===== src/inc/ams_pkg.sv =====
// acquisition mode select: register map, mode bits, error codes and carrier types
package ams_pkg;

    // ==========================================================
    // register numbers
    localparam logic [15:0] AMS_REG_MODE_SEL = 16'h251C;
    localparam logic [15:0] AMS_REG_MODE_MAP = 16'h251D;

    // ==========================================================
    // mode bits, one bit per acquisition mode
    localparam logic [31:0] MODE_MEM_ONE_TRIGGER = 32'h0000_0001;
    localparam logic [31:0] MODE_MEM_MANY_TRIGGERS = 32'h0000_0002;
    localparam logic [31:0] MODE_MEM_GATED = 32'h0000_0004;
    localparam logic [31:0] MODE_MEM_DUAL_RATE = 32'h0000_0008;
    localparam logic [31:0] MODE_STREAM_ONE_TRIGGER = 32'h0000_0010;
    localparam logic [31:0] MODE_STREAM_MANY_TRIGGERS = 32'h0000_0020;
    localparam logic [31:0] MODE_STREAM_GATED = 32'h0000_0040;
    localparam logic [31:0] MODE_STREAM_DUAL_RATE = 32'h0000_0080;
    localparam logic [31:0] MODE_MEM_SEGMENT_STATISTICS = 32'h0001_0000;
    localparam logic [31:0] MODE_MEM_BLOCK_AVERAGING = 32'h0002_0000;
    localparam logic [31:0] MODE_STREAM_SEGMENT_STATISTICS = 32'h0010_0000;
    localparam logic [31:0] MODE_STREAM_BLOCK_AVERAGING = 32'h0020_0000;
    localparam logic [31:0] MODE_MEM_BOXCAR_AVERAGING = 32'h0080_0000;
    localparam logic [31:0] MODE_STREAM_BOXCAR_AVERAGING = 32'h0100_0000;
    localparam logic [31:0] MODE_STREAM_ONE_TRIGGER_WITH_MONITOR = 32'h0200_0000;

    localparam logic [31:0] MODE_STREAM_MASK = MODE_STREAM_ONE_TRIGGER | MODE_STREAM_MANY_TRIGGERS |
        MODE_STREAM_GATED | MODE_STREAM_DUAL_RATE | MODE_STREAM_SEGMENT_STATISTICS |
        MODE_STREAM_BLOCK_AVERAGING | MODE_STREAM_BOXCAR_AVERAGING | MODE_STREAM_ONE_TRIGGER_WITH_MONITOR;
    localparam logic [31:0] MODE_MEM_MASK = MODE_MEM_ONE_TRIGGER | MODE_MEM_MANY_TRIGGERS |
        MODE_MEM_GATED | MODE_MEM_DUAL_RATE | MODE_MEM_SEGMENT_STATISTICS |
        MODE_MEM_BLOCK_AVERAGING | MODE_MEM_BOXCAR_AVERAGING;
    localparam logic [31:0] MODE_VALID_MASK = MODE_MEM_MASK | MODE_STREAM_MASK;
    localparam logic [31:0] MODE_BOXCAR_MASK = MODE_MEM_BOXCAR_AVERAGING | MODE_STREAM_BOXCAR_AVERAGING;

    // ==========================================================
    // reset values and firmware gate
    localparam logic [31:0] MODE_RESET = MODE_MEM_ONE_TRIGGER;
    localparam logic [31:0] SPAN_RESET = 32'h0000_0000;
    localparam logic [7:0] BOXCAR_MIN_FW = 8'h1D;

    // ==========================================================
    // carrier types
    typedef enum logic [2:0] {
        AMS_OK = 3'h0,
        AMS_ERR_NOT_ONEHOT = 3'h1,
        AMS_ERR_UNSUPPORTED = 3'h2,
        AMS_ERR_READ_ONLY = 3'h3,
        AMS_ERR_UNMAPPED = 3'h4
    } ams_err_t;

    typedef struct packed {
        logic write;
        logic [15:0] addr;
        logic [31:0] wdata;
    } ams_req_t;

    typedef struct packed {
        ams_err_t err;
        logic [31:0] rdata;
    } ams_rsp_t;

    typedef struct packed {
        logic stream;
        logic one_trigger;
        logic many_triggers;
        logic fixed_segments;
        logic gated;
        logic dual_rate;
        logic slow_stream;
        logic seg_stats;
        logic block_avg;
        logic boxcar;
    } ams_ctl_t;

    // ==========================================================
    // exactly one bit set, and that bit names a mode
    function automatic logic ams_mode_ok(input logic [31:0] m);
        return $onehot(m) && ((m & MODE_VALID_MASK) != 32'h0000_0000);
    endfunction

    // modes this card may select, boxcar only on new enough firmware
    function automatic logic [31:0] ams_cap(input logic [31:0] straps, input logic [7:0] fw);
        logic [31:0] c;
        c = straps & MODE_VALID_MASK;
        if (fw < BOXCAR_MIN_FW) begin
            c = c & ~MODE_BOXCAR_MASK;
        end
        return c;
    endfunction

endpackage


===== src/core/ams_buf.sv =====
// two-entry response buffer with registered outputs and registered ready
`timescale 1ns/10ps
module ams_buf (
    input wire logic mclk,
    input wire logic srst,
    input wire logic in_valid,
    output logic in_ready,
    input ams_pkg::ams_rsp_t in_data,
    output logic out_valid,
    input wire logic out_ready,
    output ams_pkg::ams_rsp_t out_data
);

    logic out_v_r;
    logic skid_v_r;
    ams_pkg::ams_rsp_t out_r;
    ams_pkg::ams_rsp_t skid_r;
    logic push;
    logic load;
    logic in_ready_r;

    // ready drops only while the second slot holds a word
    assign push = in_valid && !skid_v_r;
    assign load = !out_v_r || out_ready;
    assign in_ready = in_ready_r;
    assign out_valid = out_v_r;
    assign out_data = out_r;

    // ==========================================================
    // head slot feeds the port, skid slot catches a word during a stall
    always_ff @(posedge mclk) begin
        if (srst) begin
            out_v_r <= 1'b0;
            skid_v_r <= 1'b0;
            out_r <= '0;
            skid_r <= '0;
        end else if (load) begin
            if (skid_v_r) begin
                out_r <= skid_r;
                out_v_r <= 1'b1;
                skid_v_r <= 1'b0;
            end else begin
                out_r <= in_data;
                out_v_r <= push;
            end
        end else if (push) begin
            skid_r <= in_data;
            skid_v_r <= 1'b1;
        end
    end

    // ==========================================================
    // ready is the skid slot's next emptiness, kept in a flop so the port sees no gate
    always_ff @(posedge mclk) begin
        if (srst) begin
            in_ready_r <= 1'b1;
        end else begin
            in_ready_r <= load || !(push || skid_v_r);
        end
    end

endmodule


===== src/core/ams_top.sv =====
// acquisition mode select: mode register, capability map and decoded mode controls
//
// Operation
// - mode register is a bitmap, one bit per mode, single bit set.
// - writes without exactly one valid mode bit are refused with an error code.
// - mode register reads and writes; a read returns the mode in use.
// - read-only capability map shows supported modes at the same bit positions.
// - streaming modes use all installed memory as a continuous buffer.
// - bit 1h selects memory acquisition of one trigger event.
// - bit 2h selects memory acquisition of many equal-length segments.
// - bit 4h selects gated memory acquisition.
// - bit 8h selects dual-rate memory acquisition with slow continuous stream.
// - bit 10000h selects multi-trigger memory acquisition with segment statistics.
// - bit 20000h selects multi-trigger memory acquisition with block averaging.
// - bit 800000h enables memory boxcar averaging, needs recent firmware.
// - bit 10h selects streaming acquisition of one trigger event.
// - bit 20h selects streaming acquisition of many trigger events.
// - bit 40h selects gated streaming acquisition.
// - bit 80h selects streaming multi-trigger plus slow continuous stream.
// - bit 100000h enables segment statistics during streaming.
// - bit 200000h enables block averaging during streaming.
// - bit 1000000h enables streaming boxcar averaging, same firmware need.
// - bit 2000000h selects single-trigger streaming plus slow monitor stream.
`timescale 1ns/10ps
module ams_top (
    input wire logic mclk,
    input wire logic srst,
    input wire logic req_valid,
    output logic req_ready,
    input ams_pkg::ams_req_t req,
    output logic rsp_valid,
    input wire logic rsp_ready,
    output ams_pkg::ams_rsp_t rsp,
    input wire logic [31:0] card_modes,
    input wire logic [7:0] fw_version,
    input wire logic [31:0] mem_words,
    output ams_pkg::ams_ctl_t mode_ctl,
    output logic [31:0] buffer_span,
    output logic mode_changed
);

    // ==========================================================
    // decode of a one-hot mode word into datapath controls
    function automatic ams_pkg::ams_ctl_t ams_decode(input logic [31:0] m);
        ams_pkg::ams_ctl_t c;
        c = '0;
        c.stream = (m & ams_pkg::MODE_STREAM_MASK) != 32'h0000_0000;
        c.one_trigger = (m & (ams_pkg::MODE_MEM_ONE_TRIGGER | ams_pkg::MODE_STREAM_ONE_TRIGGER |
            ams_pkg::MODE_STREAM_ONE_TRIGGER_WITH_MONITOR)) != 32'h0000_0000;
        c.many_triggers = (m & (ams_pkg::MODE_MEM_MANY_TRIGGERS | ams_pkg::MODE_STREAM_MANY_TRIGGERS |
            ams_pkg::MODE_MEM_DUAL_RATE | ams_pkg::MODE_STREAM_DUAL_RATE |
            ams_pkg::MODE_MEM_SEGMENT_STATISTICS | ams_pkg::MODE_MEM_BLOCK_AVERAGING))
            != 32'h0000_0000;
        c.fixed_segments = (m & ams_pkg::MODE_MEM_MANY_TRIGGERS) != 32'h0000_0000;
        c.gated = (m & (ams_pkg::MODE_MEM_GATED | ams_pkg::MODE_STREAM_GATED)) != 32'h0000_0000;
        c.dual_rate = (m & (ams_pkg::MODE_MEM_DUAL_RATE | ams_pkg::MODE_STREAM_DUAL_RATE))
            != 32'h0000_0000;
        // the monitor stream reuses the dual-rate slow path unchanged
        c.slow_stream = (m & (ams_pkg::MODE_MEM_DUAL_RATE | ams_pkg::MODE_STREAM_DUAL_RATE |
            ams_pkg::MODE_STREAM_ONE_TRIGGER_WITH_MONITOR)) != 32'h0000_0000;
        c.seg_stats = (m & (ams_pkg::MODE_MEM_SEGMENT_STATISTICS |
            ams_pkg::MODE_STREAM_SEGMENT_STATISTICS)) != 32'h0000_0000;
        c.block_avg = (m & (ams_pkg::MODE_MEM_BLOCK_AVERAGING |
            ams_pkg::MODE_STREAM_BLOCK_AVERAGING)) != 32'h0000_0000;
        c.boxcar = (m & ams_pkg::MODE_BOXCAR_MASK) != 32'h0000_0000;
        return c;
    endfunction

    // ==========================================================
    // declarations
    logic [31:0] mode_r;
    logic [31:0] mode_nxt;
    logic [31:0] cap_now;
    logic take;
    logic buf_in_ready;
    ams_pkg::ams_rsp_t rsp_nxt;
    ams_pkg::ams_ctl_t ctl_r;
    logic [31:0] span_r;
    logic changed_r;

    // a request is taken only when the buffer has a slot for its answer
    assign take = req_valid && buf_in_ready;
    assign req_ready = buf_in_ready;
    assign mode_ctl = ctl_r;
    assign buffer_span = span_r;
    assign mode_changed = changed_r;

    // capability follows the straps live; boxcar hidden on old firmware
    assign cap_now = ams_pkg::ams_cap(card_modes, fw_version);

    // ==========================================================
    // register access: decide the answer and the next mode
    always_comb begin
        mode_nxt = mode_r;
        rsp_nxt = '{err: ams_pkg::AMS_OK, rdata: 32'h0000_0000};
        if (take) begin
            if (req.addr == ams_pkg::AMS_REG_MODE_SEL) begin
                if (!req.write) begin
                    rsp_nxt.rdata = mode_r;
                end else if (!ams_pkg::ams_mode_ok(req.wdata)) begin
                    rsp_nxt.err = ams_pkg::AMS_ERR_NOT_ONEHOT;
                end else if ((req.wdata & cap_now) == 32'h0000_0000) begin
                    rsp_nxt.err = ams_pkg::AMS_ERR_UNSUPPORTED;
                end else begin
                    mode_nxt = req.wdata;
                end
            end else if (req.addr == ams_pkg::AMS_REG_MODE_MAP) begin
                if (req.write) begin
                    rsp_nxt.err = ams_pkg::AMS_ERR_READ_ONLY;
                end else begin
                    rsp_nxt.rdata = cap_now;
                end
            end else begin
                rsp_nxt.err = ams_pkg::AMS_ERR_UNMAPPED;
            end
        end
    end

    // ==========================================================
    // mode register, only a fully checked write changes it
    always_ff @(posedge mclk) begin
        if (srst) begin
            mode_r <= ams_pkg::MODE_RESET;
        end else begin
            mode_r <= mode_nxt;
        end
    end

    // controls are registered from the next mode so they move with mode_r
    always_ff @(posedge mclk) begin
        if (srst) begin
            ctl_r <= ams_decode(ams_pkg::MODE_RESET);
        end else begin
            ctl_r <= ams_decode(mode_nxt);
        end
    end

    // whole installed memory is the span in every mode; ctl.stream says wrap or stop
    always_ff @(posedge mclk) begin
        if (srst) begin
            span_r <= ams_pkg::SPAN_RESET;
        end else begin
            span_r <= mem_words;
        end
    end

    // one-cycle pulse when an accepted write really moves the mode
    always_ff @(posedge mclk) begin
        if (srst) begin
            changed_r <= 1'b0;
        end else begin
            changed_r <= mode_nxt != mode_r;
        end
    end

    // ==========================================================
    // answers wait here so a stalled reader loses none
    ams_buf u_buf (
        .mclk(mclk),
        .srst(srst),
        .in_valid(take),
        .in_ready(buf_in_ready),
        .in_data(rsp_nxt),
        .out_valid(rsp_valid),
        .out_ready(rsp_ready),
        .out_data(rsp)
    );

    logic wr_sel;
    logic rd_sel;
    assign wr_sel = take && req.write && (req.addr == ams_pkg::AMS_REG_MODE_SEL);
    assign rd_sel = take && !req.write && (req.addr == ams_pkg::AMS_REG_MODE_SEL);
endmodule


===== config.mk =====
export PLATFORM = sky130hd
export DESIGN_NAME = ams_top
export DESIGN_NICKNAME = d
export VERILOG_FILES = /design/src/inc/ams_pkg.sv /design/src/core/ams_buf.sv /design/src/core/ams_top.sv
export SDC_FILE = /design/constraint.sdc
export NUM_CORES = 1
export LEC_CHECK = 0
export ABC_CLOCK_PERIOD_IN_PS = 9200
export BUFFER_PORTS_ARGS = -buffer_cell sky130_fd_sc_hd__buf_2
export CORE_ASPECT_RATIO = 1.2
export CORE_MARGIN = 4
export CORE_UTILIZATION = 40
export CTS_CLUSTER_SIZE = 28
export DETAILED_ROUTE_END_ITERATION = 16
export PLACE_DENSITY_LB_ADDON = 0.12
export SYNTH_ARGS = -nofsm -noshare
export SYNTH_HDL_FRONTEND = slang
export SYNTH_SLANG_ARGS = --single-unit

===== constraint.sdc =====
create_clock -name mclk -period 9.2 [get_ports mclk]
set_clock_uncertainty 0.05 [all_clocks]
set_input_delay 2.76 -clock mclk [delete_from_list [all_inputs] [get_ports mclk]]
set_output_delay 2.76 -clock mclk [all_outputs]
set_load 0.02 [all_outputs]

==> report_table.html <==
<table>
<tr><th>Metric</th><th>Value</th></tr>
<tr><th colspan="2">Flow run</th></tr>
<tr><td>Number of max-cap violations</td><td>0</td></tr>
<tr><th colspan="2">Synthesis</th></tr>
<tr><td>Post-synth net total</td><td>877</td></tr>
<tr><td>Number of synthesized flops with an enable pin</td><td>0</td></tr>
<tr><td>Synthesis-stage register bit count</td><td>147</td></tr>
<tr><td>Netlist cell types</td><td>62</td></tr>
<tr><td>Post-synth ARST share</td><td>0%</td></tr>
<tr><td>Number of synthesis warnings</td><td>0</td></tr>
<tr><td>Post-Synthesis Cells</td><td>720</td></tr>
<tr><td>Cell type contributing the most total cell area after synthesis</td><td>dfxtp_1</td></tr>
<tr><td>Sequential-to-total area share from yosys stat</td><td>43.24%</td></tr>
<tr><td>Cell types with the largest area share after synthesis</td><td>dfxtp_1 (43%), fa_1 (7.1%), a22oi_1 (4.2%), a21oi_1 (3.9%), nor2b_1 (3.2%)</td></tr>
<tr><td>Area share of the leading cell type in the synthesized netlist</td><td>43.24%</td></tr>
<tr><td>Cell area after synthesis</td><td>6807 sq um</td></tr>
<tr><td>Post-synthesis area per instance</td><td>9.454 sq um</td></tr>
<tr><td>Predominant post-synthesis flop cell</td><td>dfxtp_1</td></tr>
<tr><th colspan="2">Timing</th></tr>
<tr><td>Final critical-path share of the clock period</td><td>87.95%</td></tr>
<tr><td>Final Max Tran Viols</td><td>0</td></tr>
<tr><td>Total of endpoints with negative setup slack in the final report</td><td>0</td></tr>
<tr><td>Timing-limited maximum frequency</td><td>123.6 MHz</td></tr>
<tr><td>Setup repair after global routing missed its margin</td><td>false</td></tr>
<tr><td>Slew at the pin with the worst max-slew slack</td><td>1178 ps</td></tr>
<tr><td>Final Hold Slack</td><td>401.9 ps</td></tr>
<tr><td>Final Hold Vio Count</td><td>0</td></tr>
<tr><td>Fin crit period</td><td>8092 ps</td></tr>
<tr><td>Worst slew margin relative to its limit</td><td>21.19%</td></tr>
<tr><td>Setup total negative slack</td><td>0 ps</td></tr>
<tr><th colspan="2">Cells and area</th></tr>
<tr><td>Util after Layout</td><td>50.19%</td></tr>
<tr><td>Antenna diode count</td><td>0</td></tr>
<tr><td>Fill cell instance count of the final layout</td><td>1634</td></tr>
<tr><td>Number of nets in the layout</td><td>1042</td></tr>
<tr><td>Growth of design area from synthesis to finish</td><td>23.79%</td></tr>
<tr><td>Share of post-route cells with drive strength above 1</td><td>26.61%</td></tr>
<tr><th colspan="2">Worst setup path</th></tr>
<tr><td>Crit Reg-Reg Endpoint</td><td>u_buf.out_data[8]</td></tr>
<tr><td>Worst Reg2Reg Path Length in Cells</td><td>5</td></tr>
<tr><td>Data required time at the worst endpoint</td><td>9460 ps</td></tr>
<tr><td>Worst Setup Start Kind</td><td>input pin</td></tr>
<tr><td>Top fanout value on the critical path</td><td>34</td></tr>
<tr><td>Worst Path Class, Setup</td><td>in -&gt; reg</td></tr>
<tr><td>CP Data Arrival Time</td><td>8350 ps</td></tr>
<tr><td>Worst setup path startpoint</td><td>req[23]</td></tr>
<tr><td>Reg2Reg Setup Slack</td><td>6660 ps</td></tr>
<tr><td>Startpoint of the lowest-slack register-to-register path</td><td>u_buf.out_valid</td></tr>
<tr><td>CP endpoint kind</td><td>flip-flop</td></tr>
<tr><th colspan="2">Clocking</th></tr>
<tr><td>Num CTS Buffers</td><td>17</td></tr>
<tr><td>Insertion delay of the later-clocked pin in the worst-skew pair</td><td>420 ps</td></tr>
<tr><td>Clock-pin slew reported for the worst setup and hold paths after clock tree synthesis</td><td>60 ps</td></tr>
<tr><td>TritonCTS clock tree</td><td>done</td></tr>
<tr><td>Deepest clock path buffer count</td><td>2</td></tr>
<tr><td>Root Buffer Master</td><td>clkbuf_16</td></tr>
<tr><td>Count of buffers added by post-CTS timing repair for setup</td><td>0</td></tr>
<tr><td>Clock H-tree levels</td><td>4</td></tr>
<tr><td>Count of hold buffers inserted by post-cts repair</td><td>0</td></tr>
<tr><td>Sink Count</td><td>147</td></tr>
<tr><td>Number of gates resized after CTS</td><td>0</td></tr>
<tr><th colspan="2">Power</th></tr>
<tr><td>Static Leakage</td><td>3.665 nW</td></tr>
<tr><td>Logic gate share of total power</td><td>26.2%</td></tr>
<tr><td>Pwr Density</td><td>213.8 nW/um^2</td></tr>
<tr><td>Power share of the clock group</td><td>37.8%</td></tr>
<tr><td>Relative contribution of sequential cells to total power</td><td>35.9%</td></tr>
<tr><td>Cell-internal power</td><td>1.214 mW</td></tr>
<tr><td>Switching power share of the total</td><td>32.62%</td></tr>
<tr><td>Peak ir drop on the vdd network</td><td>112.7 uV</td></tr>
<tr><td>Reported net switching power</td><td>0.5876 mW</td></tr>
<tr><th colspan="2">Routing</th></tr>
<tr><td>Initial DRC Count</td><td>410</td></tr>
<tr><td>Number of search-and-repair iterations in the first detailed-routing pass</td><td>8</td></tr>
<tr><td>Via Count</td><td>6157</td></tr>
<tr><td>Post-Route WL</td><td>20650 um</td></tr>
<tr><td>Remaining DRCs</td><td>0</td></tr>
<tr><td>Wire per inst</td><td>18.54 um</td></tr>
<tr><td>Number of antenna-violating nets in the routed design</td><td>0</td></tr>
<tr><td>Via-to-Cell Ratio</td><td>5.527</td></tr>
<tr><th colspan="2">Global routing</th></tr>
<tr><td>Total Routing Usage GR</td><td>21.72%</td></tr>
<tr><td>Vias in the first global route</td><td>6051</td></tr>
<tr><td>Initial antenna violation count</td><td>0</td></tr>
<tr><td>First-pass GRT wire length</td><td>32530 um</td></tr>
<tr><td>Overall overflow remaining after global route</td><td>0</td></tr>
<tr><td>Pin count of the biggest net entering global routing</td><td>71</td></tr>
<tr><th colspan="2">Floorplan</th></tr>
<tr><td>DIE WIDTH</td><td>127.1 um</td></tr>
<tr><td>Number of primary I/O pins</td><td>205</td></tr>
<tr><td>Die area</td><td>19180 sq um</td></tr>
<tr><td>Die outline height</td><td>150.9 um</td></tr>
<tr><td>FP Rows</td><td>52</td></tr>
<tr><td>Initial Utilization</td><td>40.55%</td></tr>
<tr><td>Core Box Area</td><td>16790 sq um</td></tr>
<tr><th colspan="2">Status</th></tr>
<tr><td>Status</td><td>complete, no violations</td></tr>
<tr><th colspan="2">Place</th></tr>
<tr><td>Final GP Congestion</td><td>0.8951</td></tr>
<tr><td>Estimated wirelength of the detail-placed design</td><td>15430 um</td></tr>
<tr><td>Port buffer count</td><td>187</td></tr>
<tr><th colspan="2">Hold path</th></tr>
<tr><td>Worst hold path endpoint</td><td>u_buf.skid_r[21]</td></tr>
<tr><td>Hold_sp</td><td>u_buf.skid_r[21]</td></tr>
<tr><td>Worst Hold Depth</td><td>2</td></tr>
<tr><td>Worst hold path class</td><td>reg -&gt; reg</td></tr>
</table>
## through the flow
step	power, mW	cells	setup WS, ps	area [sq um]
finish	1.801	1114	1108	8426
global route	1.915	1114	858.6	8426
CTS	1.821	1114	1084	8426
detailed placement	1.142	1082	634.6	7843
global placement	1.120	1082	695.8	7843
floorplan	0.9826	720	1377	6807
## power groups by stage
stage / clock network, mW / logic [mW] / registers, mW
after global placement: 0 / 0.459 / 0.661
after CTS: 0.692 / 0.482 / 0.647
after detailed placement: 0 / 0.480 / 0.661
after floorplan: 0 / 0.311 / 0.672
after global routing: 0.724 / 0.543 / 0.648
final: 0.681 / 0.473 / 0.647
## synthesized netlist by cell type, types with 19 or more instances
master and instances:
a22o_1 19, inv_1 47, nand2_1 58, dfxtp_1 147, fa_1 24, a22oi_1 38, xor2_1 25, nand3_1 39
a21oi_1 53, clkbuf_1 24, nor2b_1 35, o21ai_0 24
## registers in the layout, summed over array words and instances, names as in the netlist
signal	flops
u_buf.skid_v_r	1
mode_ctl	9
mode_changed	1
u_buf.out_valid	1
buffer_span	32
u_buf.skid_r	35
u_buf.out_data	35
mode_r	32
u_buf.in_ready	1
## worst max path at each step
stage,end,cells past startpoint
after floorplan,mode_ctl[3],18
after global placement,mode_ctl[3],19
after detailed placement,mode_ctl[3],19
after CTS,mode_ctl[3],19
after global routing,mode_ctl[3],19
final,mode_ctl[3],19
## logic make-up (layout without fill, tap and decap cells)
family / count (synthesis) / after routing / share of synthesized area (%)
buffers and inverters: 98 / 276 / 6.507
AOI/OAI and AO/OA: 188 / 188 / 18.55
muxes: 13 / 13 / 1.912
and+or+nand+nor: 214 / 214 / 17.67
DFF: 147 / 147 / 43.24
adders and majority gates: 32 / 32 / 8.529
xor gates and xnor gates: 28 / 28 / 3.603
## layer usage
metal | vias up | part of all wire (%) | global-route usage, %
met2 | 284 | 48 | 35.38
met5 | - | 0 | 0
li1 | 2888 | - | -
met3 | 42 | 7.9 | 5.397
met4 | 0 | 2.8 | 8.584
met1 | 2943 | 42 | 27.77
## worst max-delay path, cell delays in order
cell	delay, ps
buf_2	190
fa_1	530
fa_1	520
inv_1	50
fa_1	470
inv_1	50
fa_1	460
fa_1	510
inv_1	50
fa_1	480
inv_1	50
ha_1	200
fa_1	430
and2_1	170
a21oi_1	410
a311o_1	390
buf_12	240
nor4b_1	70
a211oi_1	310
## final cells by class
type / count / area [sq um] / share of cell area, %
multi-input cells: 475 / 3433 / 40.75
flip-flops and latches: 147 / 2943 / 34.93
repair buffers: 196 / 1016 / 12.06
clock buffers: 18 / 439.2 / 5.212
well taps: 216 / 270.3 / 3.208
inverters: 48 / 180.2 / 2.138
clock inverters: 14 / 143.9 / 1.708
## cell usage in the layout (no fill, tap or decap), types with 16 or more instances in the layout
cell / Yosys / routed
clkbuf_16: 0 / 17
nand3_1: 39 / 39
nand2_1: 58 / 58
dfxtp_1: 147 / 147
fa_1: 24 / 24
a21oi_1: 53 / 53
nor2b_1: 35 / 35
a22oi_1: 38 / 38
o21ai_0: 24 / 24
buf_2: 14 / 187
o31ai_1: 16 / 16
a22o_1: 19 / 19
nor2_1: 17 / 16
xor2_1: 25 / 25
inv_1: 47 / 47
or3_1: 17 / 17
(Power assumes the default switching activity.)
